$ cat src/sss_pkg.sv
// sss_pkg: register map, field positions and reset values of the
// synchronous serial shift engine; shared by the engine and its bench.
package sss_pkg;
   // byte offsets on the register bus
   localparam logic [3:0] SSS_OFF_CTRL = 4'h0;
   localparam logic [3:0] SSS_OFF_STAT = 4'h4;
   localparam logic [3:0] SSS_OFF_TXB = 4'h8;
   localparam logic [3:0] SSS_OFF_RXB = 4'hC;
   // serial_control_reg fields
   localparam int SSS_CTRL_START = 0;
   localparam int SSS_CTRL_INHIBIT = 1;
   localparam int SSS_CTRL_ORDER = 2;
   localparam int SSS_CTRL_MODE_LO = 3;
   localparam int SSS_CTRL_CLK_LO = 5;
   // serial_status_reg fields
   localparam int SSS_STAT_BUSY = 0;
   localparam int SSS_STAT_PARTIAL = 1;
   localparam int SSS_STAT_TXE = 2;
   localparam int SSS_STAT_RXF = 3;
   localparam int SSS_STAT_TRANSMIT_UNDERRUN_FLAG = 4;
   localparam int SSS_STAT_RECEIVE_OVERRUN_FLAG = 5;
   // transfer_mode_field codes
   typedef enum logic [1:0] {
      SSS_MODE_TX = 2'b00,
      SSS_MODE_RX = 2'b01,
      SSS_MODE_DUPLEX = 2'b10,
      SSS_MODE_NONE = 2'b11
   } sss_mode_type;
   // clock select: all ones takes the clock from the pin
   localparam logic [2:0] SSS_CLK_EXTERNAL = 3'h7;
   // divide ratio is 2**exp of MCLK; code 0 is the slow rate
   localparam logic [3:0] SSS_DIV_EXP_SLOW = 4'hC;
   localparam logic [3:0] SSS_DIV_EXP_BASE = 4'h9;
   // reset values
   localparam logic [7:0] SSS_CTRL_RESET = 8'h00;
   localparam logic [7:0] SSS_BUF_RESET = 8'h00;
   localparam logic SSS_TXE_RESET = 1'b1;
   localparam logic [3:0] SSS_BITS_PER_BYTE = 4'h8;
endpackage : sss_pkg

$ cat src/sss_shift_engine.sv
// sss_shift_engine: eight-bit synchronous serial shifter with an
// Avalon-MM register slave, internal or external serial clock.
// assumes MCLK at 200 MHz, synchronous RESET, pins from outside MCLK.
// How it works
// - drive data on falling, sample on rising
// - one order bit for both directions
// - order 0 msb first, 1 lsb first
// - mode 00 transmit, 01 receive
// - transmit buffer write clears empty flag
// - busy flag rises at next falling edge
// - partial flag high falls one to seven
// - empty flag at rise, mode 00 interrupt next fall
// - internal transmit waits for buffered byte
// - internal clock starts within one period
// - external first fall loads shift register
// - internal clock parks high, resumes on write
// - byte written in time goes back to back
// - external empty buffer sets transmit error
// - start cleared: finish byte, idle, data high
// - inhibit aborts, clears flags, buffers and start; other control bits take the written value
// - transmit error holds data high until inhibit or write 0
// - receive: copy byte, set full, interrupt
// - read clears full unless receive error set; internal clock waits for it
// - external overrun sets receive error, interrupt
// - mode 10 full duplex
// - clock select 111 external, else internal
// - write 0 clears error, start stop keeps it
`timescale 1ns/1ps
module sss_shift_engine
   import sss_pkg::*;
(
   // clock and reset
   input wire logic MCLK,
   input wire logic RESET,
   // avalon-mm slave
   input wire logic [3:0] AVS_ADDRESS,
   input wire logic AVS_READ,
   input wire logic AVS_WRITE,
   input wire logic [31:0] AVS_WRITEDATA,
   output logic [31:0] AVS_READDATA,
   output logic AVS_WAITREQUEST,
   // serial pins
   input wire logic SCK_I,
   output logic SCK_O,
   output logic SCK_OE,
   input wire logic SI_I,
   output logic SO_O,
   // serial_interrupt_request, one MCLK pulse
   output logic SIRQ_O
);
   logic wait_ff;
   logic [31:0] rdata_ff;
   logic [7:0] ctrl_ff;
   logic busy_ff, partial_ff, txe_ff, rxf_ff, transmit_underrun_flag_ff, receive_overrun_flag_ff;
   logic [7:0] txbuf_ff, rxbuf_ff, shreg_ff;
   logic [3:0] cnt_ff;
   logic load_pend_ff, irq_pend_ff, irq_ff, so_ff;
   logic sck_s1_ff, sck_s2_ff, sck_s3_ff, si_s1_ff, si_s2_ff;
   logic sck_int_ff, sck_oe_ff;
   logic [10:0] div_ff;
   logic take, wr_ctrl, wr_stat, wr_tx, rd_rx, do_inh;
   logic start, order, external, go, int_fall, int_rise, fall_ev, rise_ev;
   logic wants_tx, wants_rx, byte_end;
   logic [7:0] nxt_shreg;
   logic [3:0] div_exp;
   logic [10:0] half_last;
   sss_mode_type mode;

   // bus slave: waitrequest drops one cycle after a request
   assign take = (AVS_READ || AVS_WRITE) && !wait_ff;
   assign wr_ctrl = take && AVS_WRITE && AVS_ADDRESS == SSS_OFF_CTRL;
   assign wr_stat = take && AVS_WRITE && AVS_ADDRESS == SSS_OFF_STAT;
   assign wr_tx = take && AVS_WRITE && AVS_ADDRESS == SSS_OFF_TXB;
   assign rd_rx = take && AVS_READ && AVS_ADDRESS == SSS_OFF_RXB;
   assign do_inh = wr_ctrl && AVS_WRITEDATA[SSS_CTRL_INHIBIT];

   always_ff @(posedge MCLK) begin
      if (RESET) begin
         wait_ff <= 1'b1;
      end else if ((AVS_READ || AVS_WRITE) && wait_ff) begin
         wait_ff <= 1'b0;
      end else begin
         wait_ff <= 1'b1;
      end
   end

   always_ff @(posedge MCLK) begin
      if (RESET) begin
         rdata_ff <= 32'h0;
      end else if (AVS_READ && wait_ff) begin
         unique case (AVS_ADDRESS)
            SSS_OFF_CTRL: rdata_ff <= {24'h0, ctrl_ff};
            SSS_OFF_STAT: rdata_ff <= {26'h0, receive_overrun_flag_ff, transmit_underrun_flag_ff, rxf_ff, txe_ff,
                                       partial_ff, busy_ff};
            SSS_OFF_RXB: rdata_ff <= {24'h0, rxbuf_ff};
            default: rdata_ff <= 32'h0;
         endcase
      end
   end

   // control register; inhibit bit is a command and reads zero
   assign start = ctrl_ff[SSS_CTRL_START];
   assign order = ctrl_ff[SSS_CTRL_ORDER];
   assign mode = sss_mode_type'(ctrl_ff[SSS_CTRL_MODE_LO +: 2]);
   assign external = ctrl_ff[SSS_CTRL_CLK_LO +: 3] == SSS_CLK_EXTERNAL;

   always_ff @(posedge MCLK) begin
      if (RESET) begin
         ctrl_ff <= SSS_CTRL_RESET;
      end else if (do_inh) begin
         ctrl_ff <= {AVS_WRITEDATA[7:2], 2'b00};
      end else if (wr_ctrl) begin
         ctrl_ff <= {AVS_WRITEDATA[7:2], 1'b0, AVS_WRITEDATA[SSS_CTRL_START]};
      end
   end

   // pin synchronisers
   always_ff @(posedge MCLK) begin
      if (RESET) begin
         sck_s1_ff <= 1'b1;
         sck_s2_ff <= 1'b1;
         sck_s3_ff <= 1'b1;
         si_s1_ff <= 1'b1;
         si_s2_ff <= 1'b1;
      end else begin
         sck_s1_ff <= SCK_I;
         sck_s2_ff <= sck_s1_ff;
         sck_s3_ff <= sck_s2_ff;
         si_s1_ff <= SI_I;
         si_s2_ff <= si_s1_ff;
      end
   end

   // byte may begin: mode needs, auto-wait on buffers
   assign wants_tx = mode == SSS_MODE_TX || mode == SSS_MODE_DUPLEX;
   assign wants_rx = mode == SSS_MODE_RX || mode == SSS_MODE_DUPLEX;
   assign go = start && !transmit_underrun_flag_ff && mode != SSS_MODE_NONE
               && !(wants_tx && txe_ff) && !(wants_rx && rxf_ff);

   // internal clock divider, idles high
   assign div_exp = ctrl_ff[SSS_CTRL_CLK_LO +: 3] == 3'h0 ? SSS_DIV_EXP_SLOW
                    : SSS_DIV_EXP_BASE - {1'b0, ctrl_ff[SSS_CTRL_CLK_LO +: 3]};
   assign half_last = 11'((12'h1 << (div_exp - 4'h1)) - 12'h1);
   assign int_fall = !external && sck_int_ff && div_ff == half_last
                     && (cnt_ff != 4'h0 || go);
   assign int_rise = !external && !sck_int_ff && div_ff == half_last;
   assign fall_ev = external ? (sck_s3_ff && !sck_s2_ff) : int_fall;
   assign rise_ev = external ? (!sck_s3_ff && sck_s2_ff) : int_rise;
   assign byte_end = rise_ev && cnt_ff == SSS_BITS_PER_BYTE;

   always_ff @(posedge MCLK) begin
      if (RESET || do_inh || external) begin
         div_ff <= 11'h0;
         sck_int_ff <= 1'b1;
      end else if (sck_int_ff && cnt_ff == 4'h0 && !go) begin
         div_ff <= 11'h0; // parked high
      end else if (div_ff == half_last) begin
         div_ff <= 11'h0;
         sck_int_ff <= !sck_int_ff; // first fall within one period
      end else begin
         div_ff <= div_ff + 11'h1;
      end
   end

   always_ff @(posedge MCLK) begin
      if (RESET) begin
         sck_oe_ff <= 1'b0;
      end else begin
         sck_oe_ff <= !external;
      end
   end

   // bit counter and partial flag
   always_ff @(posedge MCLK) begin
      if (RESET || do_inh) begin
         cnt_ff <= 4'h0;
         partial_ff <= 1'b0;
      end else if (fall_ev && cnt_ff == 4'h0 && start) begin
         cnt_ff <= 4'h1;
         partial_ff <= 1'b1;
      end else if (fall_ev && cnt_ff != 4'h0 && cnt_ff != SSS_BITS_PER_BYTE) begin
         cnt_ff <= cnt_ff + 4'h1;
         partial_ff <= cnt_ff != 4'h7; // low from eighth fall
      end else if (byte_end) begin
         cnt_ff <= 4'h0;
      end
   end

   // busy flag
   always_ff @(posedge MCLK) begin
      if (RESET || do_inh) begin
         busy_ff <= 1'b0;
      end else if (fall_ev && cnt_ff == 4'h0 && start) begin
         busy_ff <= 1'b1;
      end else if (cnt_ff == 4'h0 && !start) begin
         busy_ff <= 1'b0; // after the byte in progress
      end
   end

   // shift register: load at first fall, shift in at rise
   assign nxt_shreg = order ? {si_s2_ff, shreg_ff[7:1]} : {shreg_ff[6:0], si_s2_ff};

   always_ff @(posedge MCLK) begin
      if (RESET || do_inh) begin
         shreg_ff <= SSS_BUF_RESET;
      end else if (fall_ev && cnt_ff == 4'h0 && start && wants_tx && !txe_ff) begin
         shreg_ff <= txbuf_ff;
      end else if (rise_ev && cnt_ff != 4'h0) begin
         shreg_ff <= nxt_shreg;
      end
   end

   // serial data out changes on falling edges; forced high when stopped or in error
   always_ff @(posedge MCLK) begin
      if (RESET || do_inh) begin
         so_ff <= 1'b1;
      end else if (transmit_underrun_flag_ff || (fall_ev && cnt_ff == 4'h0 && wants_tx && txe_ff)) begin
         so_ff <= 1'b1;
      end else if (cnt_ff == 4'h0 && !start) begin
         so_ff <= 1'b1; // stopped: line back to high
      end else if (fall_ev && cnt_ff == 4'h0) begin
         so_ff <= !start || !wants_tx ? 1'b1
                  : (order ? txbuf_ff[0] : txbuf_ff[7]);
      end else if (fall_ev && cnt_ff != SSS_BITS_PER_BYTE) begin
         so_ff <= !wants_tx ? 1'b1 : (order ? shreg_ff[0] : shreg_ff[7]);
      end
   end

   // transmit buffer and empty flag
   always_ff @(posedge MCLK) begin
      if (RESET || do_inh) begin
         txbuf_ff <= SSS_BUF_RESET;
         txe_ff <= SSS_TXE_RESET;
         load_pend_ff <= 1'b0;
      end else begin
         if (wr_tx && txe_ff) begin
            txbuf_ff <= AVS_WRITEDATA[7:0];
         end
         if (fall_ev && cnt_ff == 4'h0 && start && wants_tx && !txe_ff) begin
            load_pend_ff <= 1'b1;
         end else if (rise_ev) begin
            load_pend_ff <= 1'b0;
         end
         if (rise_ev && load_pend_ff) begin
            txe_ff <= 1'b1;
         end else if (wr_tx) begin
            txe_ff <= 1'b0;
         end
      end
   end

   // error flags: hardware set wins over a write of zero
   always_ff @(posedge MCLK) begin
      if (RESET || do_inh) begin
         transmit_underrun_flag_ff <= 1'b0;
         receive_overrun_flag_ff <= 1'b0;
      end else begin
         if (external && fall_ev && cnt_ff == 4'h0 && start && wants_tx && txe_ff) begin
            transmit_underrun_flag_ff <= 1'b1;
         end else if (wr_stat && !AVS_WRITEDATA[SSS_STAT_TRANSMIT_UNDERRUN_FLAG]) begin
            transmit_underrun_flag_ff <= 1'b0;
         end
         if (external && byte_end && wants_rx && rxf_ff) begin
            receive_overrun_flag_ff <= 1'b1;
         end else if (wr_stat && !AVS_WRITEDATA[SSS_STAT_RECEIVE_OVERRUN_FLAG]) begin
            receive_overrun_flag_ff <= 1'b0;
         end
      end
   end

   // receive buffer and full flag; overrun leaves old byte
   always_ff @(posedge MCLK) begin
      if (RESET || do_inh) begin
         rxbuf_ff <= SSS_BUF_RESET;
         rxf_ff <= 1'b0;
      end else if (byte_end && wants_rx && !rxf_ff && !receive_overrun_flag_ff) begin
         rxbuf_ff <= nxt_shreg;
         rxf_ff <= 1'b1;
      end else if (rd_rx && !receive_overrun_flag_ff) begin
         rxf_ff <= 1'b0;
      end
   end

   // interrupt request: transmit events wait for the next fall
   always_ff @(posedge MCLK) begin
      if (RESET || do_inh) begin
         irq_pend_ff <= 1'b0;
         irq_ff <= 1'b0;
      end else begin
         irq_ff <= (fall_ev && irq_pend_ff)
                   || (byte_end && wants_rx && !receive_overrun_flag_ff);
         if (fall_ev && irq_pend_ff) begin
            irq_pend_ff <= 1'b0;
         end else if ((rise_ev && load_pend_ff && mode == SSS_MODE_TX)
                      || (!transmit_underrun_flag_ff && external && fall_ev && cnt_ff == 4'h0
                          && start && wants_tx && txe_ff)) begin
            irq_pend_ff <= 1'b1;
         end
      end
   end

   assign AVS_WAITREQUEST = wait_ff;
   assign AVS_READDATA = rdata_ff;
   assign SCK_O = sck_int_ff;
   assign SCK_OE = sck_oe_ff;
   assign SO_O = so_ff;
   assign SIRQ_O = irq_ff;
endmodule : sss_shift_engine

$ cat config.mk
export PLATFORM = sky130hd
export DESIGN_NAME = sss_shift_engine
export DESIGN_NICKNAME = d
export VERILOG_FILES = /design/src/sss_pkg.sv /design/src/sss_shift_engine.sv
export SDC_FILE = /design/constraint.sdc
export NUM_CORES = 1
export LEC_CHECK = 0
export BUFFER_PORTS_ARGS = -buffer_cell sky130_fd_sc_hd__buf_2
export CORE_MARGIN = 2
export CORE_UTILIZATION = 40
export DETAILED_ROUTE_END_ITERATION = 8
export PLACE_DENSITY_LB_ADDON = 0.15
export SYNTH_ARGS = -nofsm -noshare
export SYNTH_HDL_FRONTEND = slang
export SYNTH_SLANG_ARGS = --single-unit
$ cat constraint.sdc
create_clock -name MCLK -period 5 [get_ports MCLK]
set_clock_uncertainty 0.15 [all_clocks]
set_input_delay 0.25 -clock MCLK [delete_from_list [all_inputs] [get_ports MCLK]]
set_output_delay 0.25 -clock MCLK [all_outputs]
set_load 0.02 [all_outputs]
Word level (Yosys, flattened, before mapping)

Cells that the tools add are included.

Register bits: 96
Input port bits: 42
Output and inout bits: 37
Logic and storage cells: 187

Add/sub/neg operators: 5
Eq/ne operators: 11
Shift operators: 1
Mux-type cells: 31
Bitwise gates (word level): 1
Reduce and logical (&&, ||, !) cells: 111

Operators with widths:

| operator                                                                | number |
|---|---|
| 1-bit logical AND                                                       | 62 |
| 8-bit two-way mux                                                       | 5 |
| 8-bit case mux with 3 select lines                                      | 1 |
| 1-bit two-way mux                                                       | 22 |
| 2-bit nonzero test                                                      | 10 |
| 1-bit zero test                                                         | 16 |
| 4-bit == test, second input constant                                    | 3 |
| 4-bit two-way mux                                                       | 3 |
| 11-bit by 1-bit adder with 11-bit output, second input constant         | 1 |
| 11-bit == test                                                          | 1 |
| 1-bit by 4-bit left shift with 11-bit output, first input constant      | 1 |
| 11-bit by 1-bit subtractor with 11-bit output, second input constant    | 1 |
| 1-bit logical OR                                                        | 10 |
| 4-bit zero test                                                         | 2 |
| 2-bit OR reduction                                                      | 4 |
| 3-bit OR reduction                                                      | 2 |
| 4-bit by 1-bit adder with 4-bit output, second input constant           | 1 |
| 4-bit by 3-bit == test with 1-bit output, second input constant         | 1 |
| 4-bit by 3-bit inequality test with 1-bit output, second input constant | 1 |
| 4-bit inequality test, second input constant                            | 1 |
| 4-bit nonzero test                                                      | 1 |
| 4-bit by 1-bit subtractor with 4-bit output, second input constant      | 1 |
| 4-bit by 3-bit subtractor with 4-bit output, first input constant       | 1 |
| 3-bit == test, second input constant                                    | 1 |
| other kinds (8)                                                         | 8 |

Longest topological paths before layout

Depth after elaboration: 15
Gate-level depth with buffers: 17
Gate-level depth less buffers: 14

Worst setup path before layout

No wires, ideal clock.

Path type: reg-to-reg
From: reg ctrl_ff[6]
To: reg rxbuf_ff[0]
Library setup time: 0.059 ns
Arrival: 3.825 ns
Required time: 4.791 ns
Setup slack: 0.966 ns
Cell stages (with the launch flop): 18
Path buffers: 3
Period minus slack after synthesis: 4.034 ns
Cell sequence: dfxtp_1 -> clkbuf_4 -> inv_1 -> ha_1 -> buf_6 -> nor2_1 -> nand2_1 -> ha_1 -> nor4bb_1 -> a211o_1 -> a21o_1 -> a22oi_2 -> nand4_2 -> or4_4 -> a2111oi_2 -> buf_6 -> mux2i_1 -> and2_1

Word-level cells in the longest chain between the ends: 12
Elaborated cells between the ends (all ways): 16
Classes of those cells: 3 x add/sub; 2 x eq/ne; 1 x shift; 2 x mux; 8 x reduce/logical

Ends and longest elaborated chain:

| element                                                                               | line                                             | source |
|---|---|---|
| from (decl)                                                                           | sss_shift_engine.sv:53                           | `logic [7:0] ctrl_ff;` |
| from (signal assigned)                                                                | sss_shift_engine.sv:111                          | `ctrl_ff <= {AVS_WRITEDATA[7:2], 2'b00};` |
| from (signal assigned)                                                                | sss_shift_engine.sv:113                          | `ctrl_ff <= {AVS_WRITEDATA[7:2], 1'b0, AVS_WRITEDATA[SSS_CTRL_START]};` |
| 4-bit by 3-bit subtractor with 4-bit output / 3-bit zero test (equally long branches) | sss_shift_engine.sv:142, sss_shift_engine.sv:141 |  |
| 4-bit two-way mux                                                                     | sss_shift_engine.sv:141                          | `assign div_exp = ctrl_ff[SSS_CTRL_CLK_LO +: 3] == 3'h0 ? SSS_DIV_EXP_SLOW` |
| 4-bit by 1-bit subtractor with 4-bit output                                           | sss_shift_engine.sv:143                          | `assign half_last = 11'((12'h1 << (div_exp - 4'h1)) - 12'h1);` |
| 1-bit by 4-bit left shift with 11-bit output                                          | sss_shift_engine.sv:143                          |  |
| 11-bit by 1-bit subtractor with 11-bit output                                         | sss_shift_engine.sv:143                          |  |
| 11-bit == test                                                                        | sss_shift_engine.sv:146                          | `assign int_rise = !external && !sck_int_ff && div_ff == half_last;` |
| 1-bit logical AND                                                                     | sss_shift_engine.sv:146                          |  |
| 1-bit two-way mux (*)                                                                 | sss_shift_engine.sv:148                          | `assign rise_ev = external ? (!sck_s3_ff && sck_s2_ff) : int_rise;` |
| 1-bit logical AND (*)                                                                 | sss_shift_engine.sv:149                          | `assign byte_end = rise_ev && cnt_ff == SSS_BITS_PER_BYTE;` |
| 1-bit logical AND (*) (3 in a row)                                                    | sss_shift_engine.sv:276                          | `end else if (byte_end && wants_rx && !rxf_ff && !receive_overrun_flag_ff) begin` |
| to (signal assigned)                                                                  | sss_shift_engine.sv:277                          | `rxbuf_ff <= nxt_shreg;` |
| to (decl)                                                                             | sss_shift_engine.sv:55                           | `logic [7:0] txbuf_ff, rxbuf_ff, shreg_ff;` |

Mark *: on every way between the ends. The rest lies on a longest branch, timed or not.
A chain may end at the register's enable or synchronous reset.

Worst setup path after layout

From: reg ctrl_ff[6]
To: reg rxbuf_ff[3]

Same word-level chain as after synthesis.

==> results by group <==
Pwr
  • LEAKAGE: 1.74 nW
  • Cell area power density: approximately 240 mW/mm^2
  • Tot Pwr: approximately 1.1 mW
  • Max VDD drop: between 0.1 and 0.15 mV

Timing
  • Fin crit share: between 80% and 90%
  • Slew Limit Headroom: between 40% and 50%
  • Setup tns final: 0 ps
  • Hold WS: around 11 ps
  • Final setup fails: 0
  • Fin. Hold Viols: 0
  • Min cycle time layout: 4200 ps
  • RSZ-0062 raised after global routing: false
  • Slew @ Worst Pin: 788 ps
  • Fmax: 238 MHz
  • Fin. max-slew vios: 0

Synth
  • Mapped Cells: around 480
  • Top FF cell, synth: dfxtp_1
  • Synth Register Bits: 72
  • Cell Area, Synth: 0.00408 mm^2
  • Cell taking the most area after synthesis: dfxtp_1
  • Most area-consuming cells after synthesis: dfxtp_1 (35%), mux2i_1 (7.6%), buf_4 (4.6%)
  • Asr flop ratio synth: 0%
  • Post-synth EDFFs: 0
  • Sequential element share of the synthesized area: 35.3%
  • Yosys top cell area share: a little over a third
  • Synth Warn #: 0
  • Syn_area_per_cell: 8.52 um^2
  • Distinct cell type count after synthesis: 68

Global route
  • Vias in the first global route: slightly above 3k
  • GR met3 Demand/Resource: between 2 and 3%
  • GRT busiest layer: met1
  • GRT Util Overall: 18.7%
  • Residual overflow from global routing: 0
  • M1 GR Usage: 27.6%
  • Global-route wire length before repair: 16200 um
  • Largest net degree at the start of global routing: 27
  • Met2 GRT Util: 26.9%
  • Initial antenna violation count: 0

Finish
  • Net count, final: 566
  • Reg area: roughly 0.0014 mm^2
  • Final cell count without fillers: ~650
  • Multi-input logic area: between 0.002 and 0.0025 mm^2
  • Layout area overhead: 10.4%
  • Proportion of layout cells with a drive suffix above 1: 16.5%
  • Fillcell total: 1022
  • Ant diodes: 0
  • Post-route design area: 0.00450 mm^2

Floorplanning
  • Area of the die: 0.0110 mm^2
  • Starting Density: between 40% and 50%
  • Die X: roughly 100 um
  • Core region area: 0.00982 mm^2
  • FP Rows: 36
  • Chip height: 105 um
  • I/O pin count: between 70 and 80

Place
  • Post-DP HPWL: 7230 um
  • Placed insts: 628
  • # port buffers: 30
  • RePlAce Congestion: 0.921
  • Placed cell areas: between 0.004 and 0.005 mm^2

Routing
  • Routed vias/inst: 5.17
  • Routed wire length: 9970 um
  • Antenna viol nets, final: 0
  • Drt drc: 0
  • Via count: ~3.3k
  • Initial DRC count: 213
  • DR WL/cell: 15.4 um
  • Drt pass-1 iters: 4

Clock tree
  • Reg clk slew, reported paths: ~80 ps
  • CTS tree: built
  • CTS max path bufs: 2
  • Post CTS Setup Buffer Count: 0
  • PostCTS Resize Cnt: 0
  • H-tree depth: 3
  • Worst skew pair latency: 350 ps
  • Clk root buf: clkbuf_8
  • CTS sink cnt: 72
  • CTS Buf Count: 9

Hold path
  • Min-delay worst type: input port to register

Run
  • Max_cap viols: 0

Critical path
  • Critical path type: register to register
  • WP data required: 5140 ps
  • Crit path DAT: 4340 ps
  • CP endpoint kind: register
  • Worst-path maximum fanout: 11
  • Worst setup SP type: register

Status
  • Run status: complete, no violations
## final cells by class
type                    instances  share of cell area (%)
clock inverters                 4                   0.583
well taps                     133                    3.70
clock buffers                  12                    3.67
multi-input cells             363                    52.5
inverters                      20                    1.67
repair buffers                 44                    5.89
flip-flops and latches         72                    32.0
## per-stage QoR
stage,setup WS (ps),util (%)
after global routing,488,45.9
after floorplan,966,-
after detailed placement,788,43.5
after CTS,771,45.9
after global placement,820,43.5
final,799,45.9
## Yosys cell counts, drive strengths merged (14+ instances only)
cell type / instances
nand2: 37
buf: 33
nor2: 48
ha: 14
o21ai: 22
a21oi: 22
nand3: 20
clkbuf: 14
inv: 20
dfxtp: 72
nand2b: 16
mux2i: 31
## path summary, 6_finish.rpt
kind,cells after the start,end,start,slack (ps)
hold reg to reg,1,sck_s2_ff,sck_s1_ff,260
hold / removal,3,txbuf_ff[7],AVS_WRITEDATA[7],10
setup / recovery,15,rxbuf_ff[3],ctrl_ff[6],800
setup reg to reg,15,rxbuf_ff[3],ctrl_ff[6],800
## cells by family after synthesis
family          count (synthesis)  share of synthesized area, %
flops                          72                          35.3
other cells                     1                        0.0919
fa+ha+maj                      14                          4.29
xor+xnor                       19                          4.08
mux                            32                          7.88
compound gates                 87                          14.2
simple gates                  187                          25.0
buf+inv                        67                          9.08
## layer usage
| layer | share of wire (%) | up-vias |
|---|---|---|
| li1 | - | 1681 |
| met1 | 52 | 1573 |
| met2 | 42 | 82 |
| met3 | 4.7 | 13 |
| met4 | 1.9 | 0 |
| met5 | 0 | - |
## what timing repair did
item                                    in CTS  in global routing
hold buffers                                 4                  0
endpoints found under the hold margin        3                  0
endpoints found under the setup margin       0                  0
## cell usage in the layout, fill, tap and decap left out, types with 3 or more instances in the layout
master | synthesis | final
a31oi_1 | 11 | 11
nand2b_1 | 16 | 16
a21oi_1 | 22 | 22
a22oi_1 | 8 | 8
nor2_1 | 48 | 48
nor3b_1 | 3 | 3
nand3_1 | 20 | 20
dlygate4sd3_1 | 0 | 4
o21ai_0 | 21 | 21
xnor2_1 | 7 | 7
dfxtp_1 | 72 | 72
nor2b_1 | 4 | 4
buf_4 | 25 | 10
nand3b_1 | 3 | 3
buf_2 | 5 | 30
or2_2 | 6 | 6
nor3_1 | 4 | 4
ha_1 | 14 | 14
and3_1 | 5 | 5
conb_1 | 1 | 24
and2_1 | 11 | 11
nor4_1 | 3 | 3
or4_1 | 3 | 3
nand2_1 | 37 | 37
clkbuf_8 | 0 | 12
mux2i_1 | 31 | 31
inv_1 | 20 | 20
xor2_1 | 12 | 12
or3b_2 | 8 | 8
## worst max-delay path, cell delays in order, from the launching register on
cell and delay (ps):
dfxtp_1 330, inv_1 100, ha_1 450, nor2_1 170
nand2_1 130, ha_1 330, nor4bb_1 180, a211o_1 270
a21o_1 160, a22oi_2 200, nand4_2 160, or4_4 470
a2111oi_2 430, buf_4 260, mux2i_1 200, and2_1 140
## sequential cells by signal (all words and copies together) (netlist names), 4 cells and up
name and flops:
cnt_ff 4, shreg_ff 8, div_ff 11, ctrl_ff 7, rxbuf_ff 8, AVS_READDATA 8, txbuf_ff 8
## where the power goes
group	switching (mW)	internal, mW	total (mW)
logic	0.0473	0.0179	0.0653
registers	0.00269	0.576	0.579
clock network	0.230	0.221	0.451
(Power assumes the default switching activity.)
